### config.mk
export PLATFORM = sky130hd
export DESIGN_NAME = pfr_stream
export DESIGN_NICKNAME = d
export VERILOG_FILES = /design/src/pfr_pkg.sv /design/src/pfr_scr_if.sv /design/src/pfr_scrambler.sv /design/src/pfr_stream.sv
export SDC_FILE = /design/constraint.sdc
export NUM_CORES = 1
export LEC_CHECK = 0
export BUFFER_PORTS_ARGS = -buffer_cell sky130_fd_sc_hd__buf_2
export CORE_ASPECT_RATIO = 0.9
export CORE_UTILIZATION = 55
export DETAILED_ROUTE_END_ITERATION = 8
export PLACE_DENSITY = 0.75
export SLEW_MARGIN = 20
export SYNTH_ARGS = -nofsm -noshare
export SYNTH_HDL_FRONTEND = slang
export SYNTH_SLANG_ARGS = --single-unit
### constraint.sdc
create_clock -name ref_clk -period 1.9 [get_ports ref_clk]
set_input_delay 0.095 -clock ref_clk [delete_from_list [all_inputs] [get_ports ref_clk]]
set_output_delay 0.095 -clock ref_clk [all_outputs]
set_load 0.01 [all_outputs]
### src/pfr_pkg.sv
// Shared constants and code tables for the stream framing block
package pfr_pkg;

	// Timing
	localparam int unsigned CLK_PERIOD_NS = 8;
	localparam int unsigned NLP_PERIOD_US = 16;
	localparam int unsigned LINK_LOSS_US  = 50;
	localparam int unsigned NLP_CYC_DEF   = NLP_PERIOD_US * 1000 / CLK_PERIOD_NS;
	localparam int unsigned LINK_CYC_DEF  = LINK_LOSS_US * 1000 / CLK_PERIOD_NS;

	// Line symbols, leftmost bit sent first
	localparam logic [4:0] SYM_I = 5'h1f;
	localparam logic [4:0] SYM_J = 5'h18;
	localparam logic [4:0] SYM_K = 5'h11;
	localparam logic [4:0] SYM_T = 5'h0d;
	localparam logic [4:0] SYM_R = 5'h07;

	localparam logic [3:0] PRE_NIB    = 4'h5;
	localparam logic [7:0] PRE_10_PAT = 8'h55;
	localparam logic [2:0] LAST_100   = 3'h4;
	localparam logic [2:0] LAST_10    = 3'h3;
	localparam logic [4:0] IDL_SYMS   = 5'h04;
	localparam logic [7:0] IDL_ONES   = 8'h10;
	localparam logic [7:0] LINK_ONES  = 8'h3c;
	localparam logic [10:0] SCR_SEED  = 11'h7ff;

	typedef enum logic [4:0] {
		PFR_TX_IDLE = 5'b00001,
		PFR_TX_SSD  = 5'b00010,
		PFR_TX_DATA = 5'b00100,
		PFR_TX_ESD  = 5'b01000,
		PFR_TX_IDL  = 5'b10000
	} pfr_tx_e;

	typedef enum logic [2:0] {
		PFR_RX_HUNT = 3'b001,
		PFR_RX_PRE  = 3'b010,
		PFR_RX_DATA = 3'b100
	} pfr_rx_e;

	// Bit order swap: code tables are written first-bit-leftmost, the line sends bit 0 first
	function automatic logic [4:0] pfr_rev5(input logic [4:0] v);
		logic [4:0] r;
		r = '0;
		for (int i = 0; i < 5; i++) begin
			r[i] = v[4 - i];
		end
		return r;
	endfunction

	function automatic logic [4:0] pfr_code(input logic [3:0] n);
		logic [4:0] c;
		case (n)
			4'h0: c = 5'h1e;
			4'h1: c = 5'h09;
			4'h2: c = 5'h14;
			4'h3: c = 5'h15;
			4'h4: c = 5'h0a;
			4'h5: c = 5'h0b;
			4'h6: c = 5'h0e;
			4'h7: c = 5'h0f;
			4'h8: c = 5'h12;
			4'h9: c = 5'h13;
			4'ha: c = 5'h16;
			4'hb: c = 5'h17;
			4'hc: c = 5'h1a;
			4'hd: c = 5'h1b;
			4'he: c = 5'h1c;
			default: c = 5'h1d;
		endcase
		return c;
	endfunction

	// Line-order symbol to nibble; unknown codes give zero
	function automatic logic [3:0] pfr_decode(input logic [4:0] s);
		logic [3:0] n;
		n = '0;
		for (int i = 0; i < 16; i++) begin
			if (pfr_rev5(pfr_code(4'(i))) == s) begin
				n = 4'(i);
			end
		end
		return n;
	endfunction

endpackage

### src/pfr_scr_if.sv
// Bit stream link between framing logic and a scrambler instance
`timescale 1ns/1ps
`default_nettype none
interface pfr_scr_if;
	logic din;
	logic dout;
	logic descr;
	modport owner (input din, input descr, output dout);
	modport user  (output din, output descr, input dout);
endinterface
`default_nettype wire

### src/pfr_scrambler.sv
// Self-synchronising scrambler / descrambler, one bit per clock
`timescale 1ns/1ps
`default_nettype none
module pfr_scrambler
	import pfr_pkg::*;
(
	input  wire logic    ref_clk,
	input  wire logic    sys_rst,
	pfr_scr_if.owner     scr
);
	logic [10:0] lfsr_ff;
	logic [10:0] nxt_lfsr;

	assign scr.dout = scr.din ^ lfsr_ff[10] ^ lfsr_ff[8];

	// Descrambler history follows the line, scrambler history follows its own output
	always_comb begin
		nxt_lfsr = {lfsr_ff[9:0], scr.descr ? scr.din : scr.dout};
	end

	always_ff @(posedge ref_clk) begin
		if (sys_rst) begin
			lfsr_ff <= SCR_SEED;
		end else begin
			lfsr_ff <= nxt_lfsr;
		end
	end

	chk_scr_history: assert property (@(posedge ref_clk) disable iff (sys_rst) // see RULE_02
		!sys_rst && scr.descr |=> lfsr_ff[0] == $past(scr.din))
		else $error("descrambler history lost");
endmodule
`default_nettype wire

### src/pfr_stream.sv
// Framing and nibble/bit stream conversion between MII and twisted pair
// Contract
// (RULE_01) Nibbles taken from the MAC are serialised, encoded and sent on the line.
// (RULE_02) Line bits are decoded and regrouped into nibbles for the MAC.
// (RULE_03) At 100M the first preamble octet is replaced by the start delimiter.
// (RULE_04) At 100M an end delimiter follows the last nibble of each frame.
// (RULE_05) At 100M a received start delimiter is replaced by preamble nibbles.
// (RULE_06) At 100M a received end delimiter stops nibble delivery.
// (RULE_07) At 100M the idle line carries scrambled ones without a break.
// (RULE_08) At 100M the receiver searches for scrambled ones to judge and report link.
// (RULE_09) Frame content passes unchanged and its structure is not examined.
// (RULE_10) At 10M no start delimiter is sent and only an idle delimiter ends a frame.
// (RULE_11) At 10M the receiver locks on the preamble and then delivers preamble nibbles.
// (RULE_12) At 10M link pulses are sent and detected while idle and link is reported.
// (RULE_13) MAC side is MII at 10M or 100M; line side is 10M or 100M, half or full duplex.
// (RULE_14) Configuration and status are exchanged with the management port. No such port here: speed_100 and full_duplex are pins, link_ok is an output.
// (RULE_15) The start delimiter is /J/ then /K/, sent after idle /I/.
// (RULE_16) Nibbles are 4 bits, one per MII transfer, lowest bit sent first.
`timescale 1ns/1ps
`default_nettype none
module pfr_stream
	import pfr_pkg::*;
#(
	parameter int unsigned NLP_CYC  = pfr_pkg::NLP_CYC_DEF,
	parameter int unsigned LINK_CYC = pfr_pkg::LINK_CYC_DEF
) (
	input  wire logic       ref_clk,
	input  wire logic       sys_rst,
	input  wire logic       speed_100,
	input  wire logic       full_duplex,
	input  wire logic       mii_tx_en,
	input  wire logic [3:0] mii_txd,
	output logic            mii_tx_take,
	output logic            mii_rx_dv,
	output logic [3:0]      mii_rxd,
	output logic            mii_rx_strobe,
	output logic            mii_crs,
	output logic            mii_col,
	output logic            link_ok,
	output logic            tp_tx,
	input  wire logic       tp_rx
);
	pfr_scr_if tx_scr ();
	pfr_scr_if rx_scr ();

	pfr_scrambler u_tx_scr (.ref_clk(ref_clk), .sys_rst(sys_rst), .scr(tx_scr));
	pfr_scrambler u_rx_scr (.ref_clk(ref_clk), .sys_rst(sys_rst), .scr(rx_scr));

	// Transmit state
	pfr_tx_e     tx_st_ff, nxt_tx_st;
	logic [4:0]  sym_ff, nxt_sym;
	logic [2:0]  bit_cnt_ff, nxt_bit_cnt;
	logic [4:0]  idl_cnt_ff, nxt_idl_cnt;
	logic [23:0] nlp_cnt_ff, nxt_nlp_cnt;
	logic        take_ff, nxt_take;
	logic        tp_tx_ff, nxt_tp_tx;
	logic        tx_last;
	logic        nlp_fire;

	assign tx_last  = bit_cnt_ff == (speed_100 ? LAST_100 : LAST_10);
	assign nlp_fire = !speed_100 && tx_st_ff == PFR_TX_IDLE && nlp_cnt_ff == '0;
	assign tx_scr.din   = sym_ff[0];
	assign tx_scr.descr = 1'b0;

	always_comb begin
		nxt_tx_st   = tx_st_ff;
		nxt_sym     = {1'b0, sym_ff[4:1]}; // see RULE_16
		nxt_bit_cnt = tx_last ? 3'h0 : bit_cnt_ff + 3'h1;
		nxt_idl_cnt = idl_cnt_ff;
		nxt_take    = 1'b0;
		nxt_nlp_cnt = (nlp_cnt_ff == '0) ? 24'(NLP_CYC - 1) : nlp_cnt_ff - 24'h1;
		if (tx_st_ff != PFR_TX_IDLE || speed_100) begin
			nxt_nlp_cnt = 24'(NLP_CYC - 1);
		end
		// Line bit: scrambled at 100M, raw plus link pulses at 10M
		nxt_tp_tx = speed_100 ? tx_scr.dout : (sym_ff[0] | nlp_fire); // see RULE_07, RULE_12
		if (tx_last) begin
			case (tx_st_ff)
				PFR_TX_IDLE: begin
					nxt_sym = speed_100 ? pfr_rev5(SYM_I) : 5'h00; // see RULE_07
					if (mii_tx_en) begin
						nxt_take = 1'b1; // see RULE_01
						if (speed_100) begin
							nxt_sym   = pfr_rev5(SYM_J); // see RULE_03, RULE_15
							nxt_tx_st = PFR_TX_SSD;
						end else begin
							nxt_sym   = {1'b0, mii_txd}; // see RULE_10
							nxt_tx_st = PFR_TX_DATA;
						end
					end
				end
				PFR_TX_SSD: begin
					nxt_sym   = pfr_rev5(SYM_K); // see RULE_03, RULE_15
					nxt_take  = 1'b1;
					nxt_tx_st = PFR_TX_DATA;
				end
				PFR_TX_DATA: begin
					if (mii_tx_en) begin
						nxt_take = 1'b1;
						// Content carried as-is, no field is looked at
						nxt_sym  = speed_100 ? pfr_rev5(pfr_code(mii_txd)) : {1'b0, mii_txd}; // see RULE_09
					end else if (speed_100) begin
						nxt_sym   = pfr_rev5(SYM_T); // see RULE_04
						nxt_tx_st = PFR_TX_ESD;
					end else begin
						nxt_sym     = 5'h1f; // see RULE_10
						nxt_idl_cnt = IDL_SYMS;
						nxt_tx_st   = PFR_TX_IDL;
					end
				end
				PFR_TX_ESD: begin
					nxt_sym   = pfr_rev5(SYM_R); // see RULE_04
					nxt_tx_st = PFR_TX_IDLE;
				end
				PFR_TX_IDL: begin
					nxt_sym     = 5'h1f;
					nxt_idl_cnt = idl_cnt_ff - 5'h1;
					if (idl_cnt_ff == 5'h1) begin
						nxt_tx_st = PFR_TX_IDLE;
					end
				end
				default: begin
					nxt_tx_st = PFR_TX_IDLE;
				end
			endcase
		end
	end

	always_ff @(posedge ref_clk) begin
		if (sys_rst) begin
			tx_st_ff   <= PFR_TX_IDLE;
			sym_ff     <= 5'h00;
			bit_cnt_ff <= 3'h0;
			idl_cnt_ff <= 5'h00;
			nlp_cnt_ff <= 24'h000000;
			take_ff    <= 1'b0;
			tp_tx_ff   <= 1'b0;
		end else begin
			tx_st_ff   <= nxt_tx_st;
			sym_ff     <= nxt_sym;
			bit_cnt_ff <= nxt_bit_cnt;
			idl_cnt_ff <= nxt_idl_cnt;
			nlp_cnt_ff <= nxt_nlp_cnt;
			take_ff    <= nxt_take;
			tp_tx_ff   <= nxt_tp_tx;
		end
	end

	// Receive state
	logic        rx_meta_ff, rx_sync_ff;
	pfr_rx_e     rx_st_ff, nxt_rx_st;
	logic [9:0]  sh_ff, nxt_sh;
	logic [2:0]  rcnt_ff, nxt_rcnt;
	logic [7:0]  ones_ff, nxt_ones;
	logic [23:0] link_cnt_ff, nxt_link_cnt;
	logic        dv_ff, nxt_dv;
	logic [3:0]  rxd_ff, nxt_rxd;
	logic        rstb_ff, nxt_rstb;
	logic        link_ff, nxt_link;
	logic        crs_ff, nxt_crs;
	logic        col_ff, nxt_col;
	logic        rbit;
	logic [9:0]  sh_in;
	logic        ssd_hit, rsym_done, link_hit;

	assign rx_scr.din   = rx_sync_ff;
	assign rx_scr.descr = 1'b1;
	assign rbit      = speed_100 ? rx_scr.dout : rx_sync_ff;
	assign sh_in     = {rbit, sh_ff[9:1]};
	assign ssd_hit   = sh_in[4:0] == pfr_rev5(SYM_J) && sh_in[9:5] == pfr_rev5(SYM_K); // see RULE_15
	assign rsym_done = rcnt_ff == (speed_100 ? LAST_100 : LAST_10);
	// Idle ones at 100M, a lone pulse at 10M
	// At 100M held while idle lasts, so a long idle keeps the link up
	assign link_hit  = speed_100 ? (ones_ff >= LINK_ONES)
		: (rx_st_ff == PFR_RX_HUNT && sh_in[9:7] == 3'b010);

	always_comb begin
		nxt_sh       = sh_in;
		nxt_rx_st    = rx_st_ff;
		nxt_rcnt     = rsym_done ? 3'h0 : rcnt_ff + 3'h1;
		nxt_ones     = rbit ? ((ones_ff == 8'hff) ? ones_ff : ones_ff + 8'h1) : 8'h00;
		nxt_dv       = dv_ff;
		nxt_rxd      = rxd_ff;
		nxt_rstb     = 1'b0;
		nxt_link_cnt = link_hit ? 24'(LINK_CYC) : (link_cnt_ff == '0 ? '0 : link_cnt_ff - 24'h1);
		nxt_link     = link_cnt_ff != '0; // see RULE_08, RULE_12, RULE_14
		case (rx_st_ff)
			PFR_RX_HUNT: begin
				if (speed_100 ? ssd_hit : sh_in[9:2] == PRE_10_PAT) begin
					nxt_dv    = 1'b1;
					nxt_rxd   = PRE_NIB; // see RULE_05, RULE_11
					nxt_rstb  = 1'b1;
					nxt_rcnt  = 3'h0;
					nxt_rx_st = speed_100 ? PFR_RX_PRE : PFR_RX_DATA;
				end
			end
			PFR_RX_PRE: begin
				nxt_rxd   = PRE_NIB; // see RULE_05
				nxt_rstb  = 1'b1;
				nxt_rx_st = PFR_RX_DATA;
			end
			PFR_RX_DATA: begin
				if (speed_100 && rsym_done && sh_in[9:5] == pfr_rev5(SYM_T)) begin
					nxt_dv    = 1'b0; // see RULE_06
					nxt_rx_st = PFR_RX_HUNT;
				end else if (!speed_100 && ones_ff == IDL_ONES) begin
					nxt_dv    = 1'b0;
					nxt_rx_st = PFR_RX_HUNT;
				end else if (rsym_done) begin
					nxt_rstb = 1'b1; // see RULE_02
					nxt_rxd  = speed_100 ? pfr_decode(sh_in[9:5]) : sh_in[9:6]; // see RULE_09, RULE_16
				end
			end
			default: begin
				nxt_rx_st = PFR_RX_HUNT;
				nxt_dv    = 1'b0;
			end
		endcase
		// Duplex handling on the MII status lines
		nxt_crs = full_duplex ? nxt_dv : (nxt_dv || tx_st_ff != PFR_TX_IDLE); // see RULE_13
		nxt_col = !full_duplex && nxt_dv && tx_st_ff != PFR_TX_IDLE; // see RULE_13
	end

	always_ff @(posedge ref_clk) begin
		if (sys_rst) begin
			rx_meta_ff  <= 1'b0;
			rx_sync_ff  <= 1'b0;
			rx_st_ff    <= PFR_RX_HUNT;
			sh_ff       <= 10'h000;
			rcnt_ff     <= 3'h0;
			ones_ff     <= 8'h00;
			link_cnt_ff <= 24'h000000;
			dv_ff       <= 1'b0;
			rxd_ff      <= 4'h0;
			rstb_ff     <= 1'b0;
			link_ff     <= 1'b0;
			crs_ff      <= 1'b0;
			col_ff      <= 1'b0;
		end else begin
			rx_meta_ff  <= tp_rx;
			rx_sync_ff  <= rx_meta_ff;
			rx_st_ff    <= nxt_rx_st;
			sh_ff       <= nxt_sh;
			rcnt_ff     <= nxt_rcnt;
			ones_ff     <= nxt_ones;
			link_cnt_ff <= nxt_link_cnt;
			dv_ff       <= nxt_dv;
			rxd_ff      <= nxt_rxd;
			rstb_ff     <= nxt_rstb;
			link_ff     <= nxt_link;
			crs_ff      <= nxt_crs;
			col_ff      <= nxt_col;
		end
	end

	assign mii_tx_take   = take_ff;
	assign mii_rx_dv     = dv_ff;
	assign mii_rxd       = rxd_ff;
	assign mii_rx_strobe = rstb_ff;
	assign mii_crs       = crs_ff;
	assign mii_col       = col_ff;
	assign link_ok       = link_ff;
	assign tp_tx         = tp_tx_ff;

	chk_ssd_start: assert property (@(posedge ref_clk) disable iff (sys_rst) // see RULE_03
		tx_st_ff == PFR_TX_IDLE && tx_last && mii_tx_en && speed_100
		|=> tx_st_ff == PFR_TX_SSD && sym_ff == pfr_rev5(SYM_J) ##5 sym_ff == pfr_rev5(SYM_K))
		else $error("start delimiter not sent");
	chk_esd_follow: assert property (@(posedge ref_clk) disable iff (sys_rst) // see RULE_04
		tx_st_ff == PFR_TX_DATA && tx_last && !mii_tx_en && speed_100
		|=> sym_ff == pfr_rev5(SYM_T) ##5 sym_ff == pfr_rev5(SYM_R))
		else $error("end delimiter not sent");
	chk_idle_ones: assert property (@(posedge ref_clk) disable iff (sys_rst) // see RULE_07
		tx_st_ff == PFR_TX_IDLE && tx_last && !mii_tx_en && speed_100
		|=> sym_ff == pfr_rev5(SYM_I))
		else $error("idle symbol missing");
	chk_take_nibble: assert property (@(posedge ref_clk) disable iff (sys_rst) // see RULE_01
		tx_st_ff == PFR_TX_DATA && tx_last && mii_tx_en |=> take_ff ##1 !take_ff)
		else $error("nibble not taken");
	chk_ten_no_ssd: assert property (@(posedge ref_clk) disable iff (sys_rst) // see RULE_10
		tx_st_ff == PFR_TX_IDLE && tx_last && mii_tx_en && !speed_100
		|=> tx_st_ff == PFR_TX_DATA && sym_ff[3:0] == $past(mii_txd))
		else $error("10M frame start wrong");
	chk_nlp_pulse: assert property (@(posedge ref_clk) disable iff (sys_rst) // see RULE_12
		!sys_rst && nlp_fire |=> tp_tx_ff)
		else $error("link pulse missing");
	chk_rx_preamble: assert property (@(posedge ref_clk) disable iff (sys_rst) // see RULE_05
		$rose(dv_ff) |-> rxd_ff == PRE_NIB && rstb_ff)
		else $error("preamble nibble not first");
	chk_rx_end: assert property (@(posedge ref_clk) disable iff (sys_rst) // see RULE_06
		rx_st_ff == PFR_RX_DATA && speed_100 && rsym_done && sh_in[9:5] == pfr_rev5(SYM_T)
		|=> !dv_ff && !rstb_ff)
		else $error("delivery went on past end delimiter");
	chk_link_up: assert property (@(posedge ref_clk) disable iff (sys_rst) // see RULE_08
		link_hit |=> ##1 link_ff)
		else $error("link not reported");
endmodule
`default_nettype wire

After elaboration in Yosys (flattened, before gate mapping). Memory sizes are Yosys's and may differ from the RTL's. Index checks and enable logic that the tools add are counted.

Mux-type cells: 127. Bitwise logic cells: 7. Equal/unequal tests: 43. Reductions and logical operators: 28. $lt $le $gt $ge: 1. Add/sub/neg operators: 6.

Operator list (count): $mux W5 (70); $mux W4 (22); $eq A5 B5 Y1 (15); $logic_not A24 Y1 (2); $sub A24 B1 Y24 const B (2); $mux W3 (9); $mux W13 (2); $pmux W5 S5 (1); $reduce_bool A24 Y1 (1); $mux W11 (2); $pmux W5 S4 (1); $eq A5 B5 Y1 const B (3); $mux W1 (14); $ne A2 B2 Y1 const B (7); $pmux W4 S3 (1); $eq A5 B1 Y1 const B (2); $eq A5 B2 Y1 const B (2); $pmux W5 S2 (1); $logic_and A1 B1 Y1 (9); $pmux W3 S3 (1); $add A8 B1 Y8 const B (1); $eq A8 B5 Y1 const B (1); $eq A8 B7 Y1 const B (1); $eq A8 B8 Y1 const B (1); other kinds (26) (41).

Input port bits: 10. ROM bits: 80. Flip-flop bits (word level): 125. Word-level logic and storage cells: 238. Memories: 1. Output and inout port bits: 11.

Memories: (name not given) (words 16, bits a word 5, rd ports 1, clocked after memory_dff 0, wr ports 0, line pfr_pkg.sv:53) `case (n)`.

Logic depth before layout (Yosys ltp).
Word-level depth: 28. Depth in mapped cells: 8. Depth with buffers taken out: 7.

Hierarchy. From an unflattened synthesis, not the netlist that was laid out.

Cells, all modules: 621. Area total of the unflattened synthesis: 5531.6 µm².

By module, submodules not included: pfr_stream (area each 4885.9 µm², seq. area each 2042.0 µm², cells each 567, times used 1); pfr_scrambler (area each 322.8 µm², seq. area each 220.2 µm², cells each 27, times used 2).

Least setup slack after synthesis. Ideal clock, no wire load.

Path type: register to register. From: register sh_ff[7]. To: register rxd_ff[1] (netlist: mii_rxd[1]). Library setup time: 0.123 ns. Path buffers: 1. Setup slack: -0.149 ns. Data arrival time: 1.925 ns. Stages on the path, launching flop included: 7. Clock period less this slack: 2.049 ns. Data required time: 1.777 ns. Cell sequence: dfxtp_1 -> clkbuf_1 -> or4_1 -> or4_1 -> nand3_1 -> o21a_2 -> mux2_1.

Longest elaborated chain between the ends: 20. Elaborated cells on any way between the ends: 42. Classes of those cells: eq/ne: 19; mux: 20; reduce/logical: 3.

RTL lines: start, declared (line pfr_stream.sv:152) `logic [9:0] sh_ff, nxt_sh;`; start signal, assigned (line pfr_stream.sv:243) `sh_ff <= nxt_sh;`; $eq A5 B5 Y1 (line pfr_pkg.sv:79) `if (pfr_rev5(pfr_code(4'(i))) == s) begin`; $mux W4 (14 in series) (line pfr_pkg.sv:79); $mux W4 (line pfr_stream.sv:211) `nxt_rxd = speed_100 ? pfr_decode(sh_in[9:5]) : sh_in[9:6];`; $mux W4 (line pfr_stream.sv:209) `end else if (rsym_done) begin`; $mux W4 (line pfr_stream.sv:206) `end else if (!speed_100 && ones_ff == IDL_ONES) begin`; $mux W4 (line pfr_stream.sv:203) `if (speed_100 && rsym_done && sh_in[9:5] == pfr_rev5(SYM_T)) begin`; $pmux W4 S3 (line pfr_stream.sv:187) `case (rx_st_ff)`; end signal, assigned (line pfr_stream.sv:248) `rxd_ff <= nxt_rxd;`; end, declared (line pfr_stream.sv:157) `logic [3:0] rxd_ff, nxt_rxd;`.

Several ways; a longest one is shown, not always the timed one. The select of a mux whose other input is x is not followed. A chain may end at the register's enable or synchronous reset.

Worst setup path in the final report.
From: register link_cnt_ff[6]. To: register link_cnt_ff[19].

Longest elaborated chain between the ends: 2. Elaborated cells on any way between the ends: 3. Classes of those cells: add/sub: 1; reduce/logical: 2.

RTL lines: start, declared (line pfr_stream.sv:155) `logic [23:0] link_cnt_ff, nxt_link_cnt;`; start signal, assigned (line pfr_stream.sv:246) `link_cnt_ff <= nxt_link_cnt;`; branches (longest 2 deep; another with $sub A24 B1 Y24).

Parallel ways; which one is timed is not known.

==> flow_summary.json <==
{
  "status": "finished, violations left",
  "violations": "setup timing",
  "hold_violations": 0,
  "die_x_um": 106,
  "gp_congestion": 0.866,
  "cts.reportedPaths.clkPinSlew_ps": 60,
  "worst_pin_slew_ps": 468,
  "hpwl_um": 7370,
  "final_cell_count_no_fill": 805,
  "clk_path_buf_depth": 2,
  "drtIter0Drc": 137,
  "post_drt_wl_per_cell_um": 14.6,
  "cap_viol_max_count": 0,
  "insertedDiodeCount": 0,
  "grt_util_all_layers_pct": 24.1,
  "core_mm2": 0.00929,
  "irDropWorstVdd_v": 0.00103,
  "worstPathArrival_ps": 2390,
  "insertion_delay_ps": 530,
  "worst_setup_path_end_kind": "flop",
  "ys_seq_area_share_pct": 46.3,
  "layout.nets": 689,
  "root_buffer": "clkbuf_8",
  "viasPerCell": 5.47,
  "start_util_pct": 57.7,
  "cts_sinks": 124,
  "routed_wl_um": 11800,
  "synth-seq-cells": 124,
  "final_common_cell": "dfxtp_1",
  "post_route_cells_drive_above_1_share_pct": 27.8,
  "cp_data_required_time_ps": 2320,
  "setup.worst_path.class": "flop to flop",
  "row_count": 33,
  "dpl_worst_slack_ps": -113,
  "final.setup_skew_ps": 8.69,
  "grt_pass1_wl_um": 18800,
  "synth_area_per_cell_um2": 8.98,
  "synthesis.nets": 616,
  "cts_inserted_buffers": 17,
  "final-max-slew-violation-count": 0,
  "syn_inst": 597,
  "grt.overflow.total": 0,
  "final_cell_mix": "dfxtp_1, nor2_1, buf_4",
  "synth_cell_types": 68,
  "synth_ff_type": "dfxtp_1",
  "antenna_found_initial": 0,
  "cp_max_fo": 5,
  "first_pass_iters": 6,
  "cts_tree": "done",
  "slew-limit-headroom_pct": 68.0,
  "p_leak_nw": 2.69,
  "max_freq_mhz": 507,
  "drtAntennaViolNets": 0,
  "die_area_mm2": 0.0101,
  "timing.final.ws_setup_ps": -72.5,
  "area_delta_synth_final_pct": 28.1,
  "ys_warn_count": 0,
  "drc": 0,
  "hold_path_class": "input pin to flop",
  "yosysTopAreaCell": "dfxtp_1",
  "grt_max_degree": 59,
  "synth_edf_count": 0,
  "finalSetupViolCount": 16,
  "async_flop_share_pct": 0,
  "critPathLaunchType": "flop",
  "power.density_mw_per_mm2": 1350,
  "dp_cells": 761,
  "h-tree-depth": 4,
  "period_minus_slack_ps": 1970,
  "rsz0062_at_grt": "true",
  "synth_area_mm2": 0.00536,
  "die_h_um": 95.7,
  "io_buffers": 20,
  "grt_pass1_vias": 4149,
  "route.vias.total": 4406,
  "min_period_over_period_pct": 104,
  "yosys-top-cells-area": "dfxtp_1, xnor2_1, nor2_1",
  "io_pins": 21,
  "synth_top_area_share_pct": 46.3
}
[per-stage QoR]
step | area (µm²) | setup TNS [ps] | utilization, % | hold slack (ps) | power [W]
final | 6870 | -554 | 73.9 | 67.3 | 0.00924
after global placement | 5930 | -125 | 63.9 | 311 | 0.00529
after CTS | 6620 | -274 | 71.2 | 41.5 | 0.00874
after floorplan | 5410 | -248 | - | 165 | 0.00473
after detailed placement | 5930 | -428 | 63.9 | 308 | 0.00538
after global routing | 6870 | -2160 | 73.9 | 67.5 | 0.00965
[cell families after synthesis]
group | after synthesis | share of synthesized area, %
adders and majority gates | 9 | 2.10
AOI/OAI and AO/OA | 93 | 11.1
xor gates and xnor gates | 57 | 9.57
DFF | 124 | 46.3
and+or+nand+nor | 268 | 27.0
muxes | 4 | 0.770
buffers and inverters | 42 | 3.20
[report_power, final]
group	switching, W	internal (W)	total, W
Combinational	0.00137	0.00132	0.00270
Clock	0.00116	0.00216	0.00332
Sequential	0.000314	0.00290	0.00322
[registers in the layout, indices dropped and copies added (netlist names), 3 cells and up]
name              flops
mii_rxd               4
bit_cnt_ff            3
sh_ff                 9
nlp_cnt_ff           24
ones_ff               8
rcnt_ff               3
tx_st_ff              5
rx_st_ff              3
idl_cnt_ff            5
link_cnt_ff          24
u_rx_scr.lfsr_ff     11
sym_ff                5
u_tx_scr.lfsr_ff     11
[final timing paths]
check / cells after the start / end / startpoint / slack [ps]
max reg2reg: 7 / link_cnt_ff[19] / link_cnt_ff[6] / -70
min reg2reg: 1 / u_rx_scr.lfsr_ff[5] / u_rx_scr.lfsr_ff[4] / 410
min: 5 / sym_ff[4] / mii_txd[0] / 70
max: 7 / link_cnt_ff[19] / link_cnt_ff[6] / -70
[layout make-up]
| class | count | area [µm²] |
|---|---|---|
| clock buffers | 21 | 439 |
| clock inverters | 11 | 168 |
| fillers | 647 | 2420 |
| inverters | 19 | 71.3 |
| multi-input cells | 431 | 2940 |
| flip-flops and latches | 124 | 2490 |
| well taps | 122 | 153 |
| repair buffers | 77 | 604 |
[worst max-delay path: stages (launching register included)]
cell and delay [ps]:
dfxtp_2 320, or4_4 530, buf_6 140, nor4_4 210, nand3_2 220, nor4_2 230, xnor2_1 160, nor2_1 50
[cells in the mapped netlist (all sizes together) (2+ instances only)]
library cell / count
a211oi: 2
a21o: 2
a21oi: 35
a221oi: 2
a31oi: 6
a41oi: 3
and2: 5
and3: 6
and4b: 2
buf: 4
clkbuf: 19
dfxtp: 124
ha: 9
inv: 19
mux2i: 3
nand2: 49
nand2b: 6
nand3: 10
nand4: 4
nand4b: 2
nor2: 83
nor2b: 16
nor3: 20
nor3b: 5
nor4: 12
nor4b: 5
nor4bb: 2
o21a: 4
o21ai: 19
o221ai: 2
o2bb2ai: 3
o41ai: 3
or2: 26
or3: 4
or4: 9
xnor2: 42
xor2: 14
[routing by layer]
metal	global-route usage (%)	share of wire [%]	vias up
li1	-	-	2202
met1	30.0	46	2070
met2	38.9	47	100
met3	6.08	4.3	34
met4	12.7	2.6	0
met5	0	0	-
[repair_timing]
action	in CTS	in global routing
hold buffers	4	0
buffers inserted	2	5
hold endpoints to repair	11	0
gates resized for setup	7	43
pin swaps	6	9
endpoints found under the setup margin	15	47
cloned	0	1
(Power assumes the default switching activity.)
